==> src/core/burst_write_pkg.sv <==
// Package of constants and types for the 64-bit master burst write sequencer.
package burst_write_pkg;

   // ****************************************
   // Widths and reset values
   // ****************************************
   localparam int             DATA_WIDTH      = 64;
   localparam int             BE_WIDTH        = 8;
   localparam int             COUNT_WIDTH     = 4;
   localparam logic [3:0]     COUNT_RESET     = 4'h0;

   // ****************************************
   // Master state codes shown to the local master
   // ****************************************
   localparam logic [3:0]     CODE_IDLE       = 4'h0;
   localparam logic [3:0]     CODE_DECIDE     = 4'h1;
   localparam logic [3:0]     CODE_TRANSFER   = 4'h2;
   localparam logic [3:0]     CODE_TERMINATE  = 4'h3;

   // ****************************************
   // End causes
   // ****************************************
   localparam logic [1:0]     CAUSE_NONE      = 2'h0;
   localparam logic [1:0]     CAUSE_NORMAL    = 2'h1;

   // ****************************************
   // Sequencer states, one-hot
   // ****************************************
   typedef enum logic [4:0] {
      ST_IDLE   = 5'h01,
      ST_WAIT1  = 5'h02,
      ST_WAIT2  = 5'h04,
      ST_BURST  = 5'h08,
      ST_END    = 5'h10
   } seq_state_t;

endpackage : burst_write_pkg

==> src/core/pci_master_burst_write64.sv <==
// Sequencer for a 64-bit PCI master burst write fed from a local master.
//
// Notes on behaviour
// - Devsel and source ready both low last cycle makes the core assert irdyn.
// - Taken strobes stay high (inactive) until the core takes the quadword.
// - Frame stays asserted while the burst runs and more than one phase remains.
// - A data phase completes on any clock with irdyn and trdyn both asserted.
// - The phase counter drops by one on the clock after each completed phase.
// - After target acceptance the next held quadword and enables go onto ad and cben.
// - Source ready asserted last cycle keeps irdyn asserted during the burst.
// - Source ready and trdyn both asserted last cycle asserts both taken strobes, except while the count is 2 or 1.
// - Final phase releases frame and req64 and deasserts both taken strobes.
// - After the width decision the core flags a 64-bit transfer to the local master.
// - After the last phase, float the bus, drop irdyn, zero the count, report normal end.
`timescale 1ns/1ns

module pci_master_burst_write64
   import burst_write_pkg::*;
#(
   parameter int DW = DATA_WIDTH,
   parameter int BW = BE_WIDTH,
   parameter int CW = COUNT_WIDTH
) (
   // Clock and reset.
   input  wire logic           clk,
   input  wire logic           reset,
   // Burst start from the address-phase logic.
   input  wire logic           start,
   input  wire logic [CW-1:0]  burstLength,
   // Local master write side.
   input  wire logic           localSourceReady_n,
   input  wire logic [DW-1:0]  localData,
   input  wire logic [BW-1:0]  localByteEnables,
   output logic                lowHalfTaken_n,
   output logic                highHalfTaken_n,
   output logic                wideTransferFlag_n,
   output logic [CW-1:0]       remainingPhaseCount,
   output logic [3:0]          masterStateCode,
   output logic [1:0]          endCause,
   // PCI pins, split into input, output and enable.
   input  wire logic           devsel_n,
   input  wire logic           trdy_n,
   output logic                frameOut_n,
   output logic                frameOe,
   output logic                req64Out_n,
   output logic                req64Oe,
   output logic                irdyOut_n,
   output logic                irdyOe,
   output logic [DW-1:0]       adOut,
   output logic [BW-1:0]       cbenOut,
   output logic                adOe
);

   // ****************************************
   // State record
   // ****************************************
   typedef struct packed {
      seq_state_t       state;
      logic             devselS1, devselS2, trdyS1, trdyS2;
      logic             readyPrev, devselPrev;
      logic             lowTaken, highTaken, wide;
      logic [CW-1:0]    count;
      logic [3:0]       code;
      logic [1:0]       cause;
      logic             frame, frameEn, req64, req64En, irdy, irdyEn;
      logic [DW-1:0]    held;
      logic [BW-1:0]    heldBe;
      logic [DW-1:0]    ad;
      logic [BW-1:0]    cbe;
      logic             adEn;
   } state_t;

   state_t  s_r;
   state_t  s_nxt;
   logic    phaseDone;
   logic    lastPhase;
   logic [DW-1:0] takenWord;
   logic [BW-1:0] takenBe;

   // The word under a taken strobe is read off the bus at the end of that cycle,
   // so it bypasses the holding register when it must go straight to the pins.
   assign takenWord = s_r.lowTaken ? s_r.held : localData;
   assign takenBe   = s_r.lowTaken ? s_r.heldBe : localByteEnables;

   // Data phase completes when both ready strobes are low on the same clock.
   assign phaseDone = !s_r.irdy && !s_r.trdyS2;
   assign lastPhase = (s_r.count == CW'(1));

   // ****************************************
   // Next-state logic
   // ****************************************
   always_comb begin
      s_nxt = s_r;
      // Two-flop synchronisers on the target's pins; only stage two is read.
      s_nxt.devselS1   = devsel_n;
      s_nxt.devselS2   = s_r.devselS1;
      s_nxt.trdyS1     = trdy_n;
      s_nxt.trdyS2     = s_r.trdyS1;
      s_nxt.readyPrev  = localSourceReady_n;
      s_nxt.devselPrev = s_r.devselS2;
      // Capture the quadword shown while the taken strobes are low.
      if (!s_r.lowTaken) begin
         s_nxt.held    = localData;
         s_nxt.heldBe  = localByteEnables;
      end
      // Strobes default to not taken.
      s_nxt.lowTaken   = 1'b1;
      s_nxt.highTaken  = 1'b1;
      case (s_r.state)
         ST_IDLE: begin
            s_nxt.cause = CAUSE_NONE;
            if (start) begin
               s_nxt.state   = ST_WAIT1;
               s_nxt.count   = burstLength;
               s_nxt.code    = CODE_DECIDE;
               s_nxt.frame   = 1'b0;
               s_nxt.frameEn = 1'b1;
               s_nxt.req64   = 1'b0;
               s_nxt.req64En = 1'b1;
               s_nxt.irdy    = 1'b1;
               s_nxt.irdyEn  = 1'b1;
               s_nxt.adEn    = 1'b1;
               // First quadword is taken with the address phase.
               if (!localSourceReady_n) begin
                  s_nxt.lowTaken  = 1'b0;
                  s_nxt.highTaken = 1'b0;
               end
            end
         end
         ST_WAIT1: begin
            // Taken quadword goes to the pins for the first data phase.
            s_nxt.ad    = takenWord;
            s_nxt.cbe   = takenBe;
            s_nxt.state = ST_WAIT2;
         end
         ST_WAIT2: begin
            s_nxt.wide = 1'b0;
            s_nxt.code = CODE_TRANSFER;
            if (!s_r.devselPrev && !s_r.readyPrev) begin
               s_nxt.irdy      = 1'b0;
               s_nxt.lowTaken  = 1'b0;
               s_nxt.highTaken = 1'b0;
               s_nxt.state     = ST_BURST;
            end
         end
         ST_BURST: begin
            if (phaseDone) begin
               // Target took the quadword on the pins; put up the next one.
               s_nxt.ad    = takenWord;
               s_nxt.cbe   = takenBe;
               s_nxt.count = s_r.count - CW'(1);
               if (s_r.count == CW'(2)) begin
                  // Next phase is the final one.
                  s_nxt.frame = 1'b1;
                  s_nxt.req64 = 1'b1;
               end else begin
                  s_nxt.frame = 1'b0;
               end
               if (lastPhase) begin
                  // Release the bus after the final phase.
                  s_nxt.frameEn = 1'b0;
                  s_nxt.req64En = 1'b0;
                  s_nxt.adEn    = 1'b0;
                  s_nxt.irdy    = 1'b1;
                  s_nxt.count   = COUNT_RESET;
                  s_nxt.code    = CODE_TERMINATE;
                  s_nxt.cause   = CAUSE_NORMAL;
                  s_nxt.state   = ST_END;
               end else if (!s_r.readyPrev && !s_r.trdyS2 && !(s_r.count == CW'(2))) begin
                  // A stalled phase takes nothing, so no quadword is skipped.
                  s_nxt.lowTaken  = 1'b0;
                  s_nxt.highTaken = 1'b0;
               end
            end
            if (!lastPhase || !phaseDone) begin
               if (!s_r.readyPrev) begin
                  s_nxt.irdy = 1'b0;
               end
            end
         end
         ST_END: begin
            // Turnaround cycle: hand irdyn back.
            s_nxt.irdyEn = 1'b0;
            s_nxt.wide   = 1'b1;
            s_nxt.code   = CODE_IDLE;
            s_nxt.state  = ST_IDLE;
         end
         default: begin
            s_nxt.state = ST_IDLE;
         end
      endcase
   end

   // ****************************************
   // State register
   // ****************************************
   always_ff @(posedge clk) begin
      if (reset) begin
         s_r <= '{state: ST_IDLE, count: COUNT_RESET, code: CODE_IDLE, cause: CAUSE_NONE,
                  held: '0, heldBe: '0, ad: '0, cbe: '0, default: 1'b1};
         s_r.frameEn <= 1'b0;
         s_r.req64En <= 1'b0;
         s_r.irdyEn  <= 1'b0;
         s_r.adEn    <= 1'b0;
      end else begin
         s_r <= s_nxt;
      end
   end

   // Outputs come straight from the state flops.
   assign lowHalfTaken_n      = s_r.lowTaken;
   assign highHalfTaken_n     = s_r.highTaken;
   assign wideTransferFlag_n  = s_r.wide;
   assign remainingPhaseCount = s_r.count;
   assign masterStateCode     = s_r.code;
   assign endCause            = s_r.cause;
   assign frameOut_n          = s_r.frame;
   assign frameOe             = s_r.frameEn;
   assign req64Out_n          = s_r.req64;
   assign req64Oe             = s_r.req64En;
   assign irdyOut_n           = s_r.irdy;
   assign irdyOe              = s_r.irdyEn;
   assign adOut               = s_r.ad;
   assign cbenOut             = s_r.cbe;
   assign adOe                = s_r.adEn;

endmodule : pci_master_burst_write64

==> config.mk <==
export PLATFORM = sky130hd
export DESIGN_NAME = pci_master_burst_write64
export DESIGN_NICKNAME = d
export VERILOG_FILES = /design/src/core/burst_write_pkg.sv /design/src/core/pci_master_burst_write64.sv
export SDC_FILE = /design/constraint.sdc
export NUM_CORES = 1
export LEC_CHECK = 0
export BUFFER_PORTS_ARGS = -buffer_cell sky130_fd_sc_hd__clkbuf_2
export CORE_ASPECT_RATIO = 1.75
export CORE_UTILIZATION = 48
export DETAILED_ROUTE_END_ITERATION = 8
export GPL_ROUTABILITY_DRIVEN = 0
export PLACE_DENSITY = 0.77
export SLEW_MARGIN = 20
export SYNTH_ARGS = -nofsm -noshare
export SYNTH_HDL_FRONTEND = slang
export SYNTH_SLANG_ARGS = --single-unit
==> constraint.sdc <==
create_clock -name clk -period 2.16 [get_ports clk]
set_clock_uncertainty 0.2 [all_clocks]
set_input_delay 0.216 -clock clk [delete_from_list [all_inputs] [get_ports clk]]
set_output_delay 0.216 -clock clk [all_outputs]
set_load 0.03 [all_outputs]
Word-level counts from Yosys, hierarchy flattened
Cells that the tools add are included.

cells by class
  equal/unequal tests = 12
  muxes and demuxes = 35
  reductions and logical operators = 27
  add/subtract/negate cells = 1

operator list
  kind                                                              number
  72-bit one-hot mux with 2 select lines                            1
  73-bit 2-to-1 mux                                                 1
  64-bit 2-to-1 mux                                                 1
  5-bit 2-to-1 mux                                                  4
  5-bit one-hot mux with 4 select lines                             1
  8-bit 2-to-1 mux                                                  2
  4-bit one-hot mux with 4 select lines                             1
  4-bit AND reduction                                               4
  15-bit 2-to-1 mux                                                 1
  2-bit 2-to-1 mux                                                  7
  6-bit one-hot mux with 2 select lines                             1
  10-bit 2-to-1 mux                                                 1
  2-bit inequality test (second input constant)                     5
  3-bit AND reduction                                               3
  4-bit one-hot mux with 2 select lines                             1
  2-bit nonzero test                                                4
  1-bit zero test                                                   7
  1-bit 2-to-1 mux                                                  7
  6-bit 2-to-1 mux                                                  1
  1-bit one-hot mux with 2 select lines                             3
  2-bit one-hot mux with 3 select lines                             1
  5-bit by 1-bit == test with 1-bit output (second input constant)  1
  5-bit by 2-bit == test with 1-bit output (second input constant)  1
  5-bit by 3-bit == test with 1-bit output (second input constant)  1
  other kinds (11)                                                  15

word-level totals
  word-level logic and storage cells = 99
  register bits = 175

Logic depth before layout (Yosys ltp)
  word-level depth = 7
  mapped depth = 6
  depth with buffers taken out = 6

Least setup slack after synthesis
No wires, ideal clock.

  kind = flip-flop to flip-flop
  start point = register s_r, in the netlist irdyOut_n
  end point = register s_r, in the netlist adOut[50]
  stages on the path, launching flop included = 6
  path slack = -260 ps
  library setup time = 148 ps
  arrival time = 2073 ps
  period minus slack after synthesis = 2420 ps
  cells stage by stage = dfxtp_1 or4b_4 a2111oi_4 buf_6 buf_4 a211oi_1

between the ends
  longest elaborated chain between the ends = 4

RTL lines
  element                          RTL line                         source
  start: declaration               pci_master_burst_write64.sv:73   state_t s_r;
  start signal: assignment         pci_master_burst_write64.sv:199  s_r <= '{state: ST_IDLE, count: COUNT_RESET, code: CODE_IDLE, cause: CAUSE_NONE,
  start signal: assignment         pci_master_burst_write64.sv:206  s_r <= s_nxt;
  1-bit zero test                  pci_master_burst_write64.sv:86   assign phaseDone = !s_r.irdy && !s_r.trdyS2;
  1-bit logical AND                pci_master_burst_write64.sv:86
  2-bit inequality test (no line)  --
  2-bit AND reduction (no line)    --

No other way between the ends.
A chain may end at the register's enable or synchronous reset.

Worst setup path in the final report
  start point = register s_r, in the netlist irdyOut_n
  end point = register s_r, in the netlist adOut[12]

The elaborated chain is that of the path after synthesis.

==> results.md <==
* Xor and xnor area share after synthesis at less than 1%
* Asr flop ratio synth at 0%
* Die height at between 150 and 200 um
* WL/cell at 17.1 um
* Critical Path Source Type: flop
* Worst R2R Start: irdyOut_n
* Post-route clock period utilization at 108%
* Synth area leader: dfxtp_1
* Final HPWL DP at between 9000 and 10000 um
* Drt pass-1 iters at 4
* Synth Flop Type: dfxtp_1
* Max Cap Viol at 0
* Syn Area/Cell at between 9 and 10 um2
* Total Nets Final at approximately 990
* RSZ-0062 raised after global routing: true
* Final Hold Viols at 0
* Slowest CP cell: or4b_4
* I/O Pins at 174
* Fin crit period at 2.33 ns
* Crit-path max cell delay at around 0.54 ns
* WP data required at approximately 2.3 ns
* Worst-path cell chain: or4b_4, a2111oi_4, buf_6, buf_12, clkbuf_16, nor2_1, a211oi_2
* Hold EP: req64Out_n
* FMAX at around 430 MHz
* Area share of the largest cell type after synthesis at 49.1%
* Final setup fails at 70
* Max FO, Critical Path at 7
* Die area at ~15000 um2
* DR vias/cell at 5.21
* Pwr Density at ~1200 nW/um2
* Synth Area in Compound Gates at a little over an eighth
* Root Driver: clkbuf_16
* Die X at between 90 and 100 um
* Worst Hold Class: primary input to flop
* CTS tree: done
* Min-Delay Path Depth at 3
* Area contributors post-synth: dfxtp_1 49%, mux2i_1 10%, buf_4 9.8%, nor2_1 8.4%, a211oi_1 6.0%
* Crit path DAT at 2.43 ns
* Adder-cell share of the synthesized area at 0.545%
* Share of cells above drive strength 1 at between 30% and 40%
* Longest Clk Path Bufs at 2
* Residual DRC at 0
* Violated checks: negative setup slack
* Number of global-route vias before repair at ~5900
* Initial antenna violation count at 0
* Synthesis-to-finish area growth at 41.0%
* Min-delay src: start
* Slew Viols, Final at 0
* Place WS at -0.0942 ns
* CTS clk-pin slew, worst paths at 0.07 ns
* # diodes at 0
* Register area share after synthesis at about half
* Total track usage at 23.2%
* Mapped Area at roughly 6900 um2
* I/O Buffers at between 150 and 200
* Mux share of post-synthesis cell area at between 10% and 20%
* Clock Sinks at 169
* Leakage power at between 4 and 5 nW
* Yosys cell types at 48
* TritonCTS Buffers at 17
* Reg2Reg Depth at 7
* FF-to-FF End: adOut[12]
* Worst-margin pin slew at between 0.5 and 0.6 ns
* Antenna-violating nets left at 0
* Worst slew margin at between 60% and 70%
* Synth Instances at 695
* Total grt overflow at 0
* Hold Slack at 0.0966 ns
* Setup slack on the worst flop-to-flop path at -0.17 ns
* H-tree levels at 4
* Largest family of logic cells by synthesized area: buffers and inverters
* Synth Area in Simple Gates at 13.2%
* Vias after detailed routing at 5705
* Status: complete, but fails checks
* Worst-skew pair later-pin latency at just over 0.4 ns
* Core ar. at approximately 14000 um2
* Yosys Warn Count at 0
* Setup slack after layout at -0.165 ns
* Nature of the critical path endpoint: flop
* Starting utilization of the core area at 49.3%
* Post-Route WL at around 19000 um
* Iter 0 DRT Violations at approximately 230
* Worst VDD drop at between 0.0008 and 0.0009 V
* Rows at between 50 and 60
* First-pass GRT wire length at approximately 28000 um
* Setup CP Type: flop to flop
* Synth Register Bits at roughly 170
* Number of enable flip-flop cells after synthesis at 0
* Largest net degree at the start of global routing at between 60 and 70
[flip-flops by register name, indices dropped and copies added, names as in the netlist, 2 cells and up]
signal / flops
remainingPhaseCount: 4
cbenOut: 8
s_nxt: 3
adOut: 64
masterStateCode: 2
s_r: 80
[metal layers]
layer	vias up	part of all wire, %	wire [um]	global-route usage, %
met2	200	54	10000	42.5
met1	2725	38	7120	24.6
met3	56	4.1	764	4.12
met5	-	0	0	0
met4	0	4.4	821	12.4
li1	2724	-	-	-
[per-stage QoR]
stage | utilization (%) | power (mW) | instance area, um2 | TNS [ns] | std cells
after floorplan | - | 7.41 | 7010 | -11.80 | 697
after global placement | 53.4 | 7.94 | 7470 | -0.0108 | 942
after detailed placement | 53.4 | 8.05 | 7470 | -2.33 | 942
after CTS | 66.0 | 11.5 | 9230 | -0.194 | 1081
after global routing | 69.5 | 12.5 | 9710 | -8.53 | 1094
final | 69.5 | 11.9 | 9710 | -3.80 | 1094
[cell usage after synthesis, types with 2 or more instances]
| library cell | instances |
|---|---|
| a211oi_1 | 55 |
| a211oi_2 | 21 |
| a21oi_1 | 6 |
| a31o_2 | 2 |
| a31oi_1 | 2 |
| and3_1 | 4 |
| buf_1 | 3 |
| buf_4 | 90 |
| buf_6 | 9 |
| clkbuf_1 | 29 |
| dfxtp_1 | 169 |
| ha_1 | 3 |
| inv_1 | 3 |
| mux2i_1 | 72 |
| nand2_1 | 5 |
| nand2b_1 | 2 |
| nand3_1 | 6 |
| nand3b_1 | 2 |
| nor2_1 | 154 |
| nor2b_1 | 3 |
| nor3_1 | 9 |
| nor3b_1 | 4 |
| nor4_1 | 2 |
| o21ai_0 | 6 |
| o41ai_1 | 2 |
| or2_2 | 7 |
| or3_1 | 2 |
| or4b_2 | 3 |
[how the worst max path moves through the flow]
stage                   start         to  slack (ns)  cells past startpoint
global placement     s_r[166]  adOut[28]      -0.009                      6
floorplan           irdyOut_n  adOut[53]       -0.18                      5
CTS                  s_r[166]  adOut[47]       -0.04                      6
global route        irdyOut_n  adOut[12]       -0.24                      7
detailed placement   s_r[166]  adOut[29]       -0.09                      6
finish              irdyOut_n  adOut[12]       -0.17                      7
[placed cells by master, fill, tap and decap left out, drive strengths merged, types with 3 or more instances in the layout]
cell type and n:
a211oi 76, a21oi 6, and3 4, buf 53, clkbuf 194, clkinv 3, clkinvlp 3, conb 3
dfxtp 169, dlygate4sd3 91, ha 3, inv 9, mux2i 72, nand2 5, nand3 6, nor2 154
nor2b 3, nor3 9, nor3b 4, o21ai 6, or2 7, or4b 4
[worst max-delay path: cells and delay by family (launching register included)]
family	cells	cell delay, ns
flops	1	0.34
simple gates	2	0.59
compound gates	2	0.59
buf+inv	3	0.48
[cell families after synthesis]
kind of cell	Yosys count
AOI/OAI and AO/OA	106
xor gates and xnor gates	2
adders and majority gates	3
buffers and inverters	135
muxes	72
DFF	169
other	1
and+or+nand+nor	207
[where the power goes]
| group | internal, mW | switching (mW) |
|---|---|---|
| registers | 3.79 | 0.355 |
| clock network | 1.74 | 1.31 |
| logic | 1.94 | 2.78 |
| total | 7.46 | 4.45 |
[final cells by class]
type	count	area, um2
Multi-Input combinational cell	393	2890
Sequential cell	169	3390
Timing Repair Buffer	320	2610
Inverter	3	11.3
Clock buffer	18	429
Clock inverter	14	163
Fill cell	993	4270
Tap cell	177	221
[timing repair]
item | 4_1_cts | 5_1_grt
pin swaps | 14 | 56
setup endpoints to repair | 68 | 76
gates resized for setup | 13 | 74
gates cloned | 3 | 8
hold endpoints to repair | 119 | 0
setup buffers | 13 | 6
hold buffers | 91 | 0
Note: power is estimated with default switching activity, not from simulation.
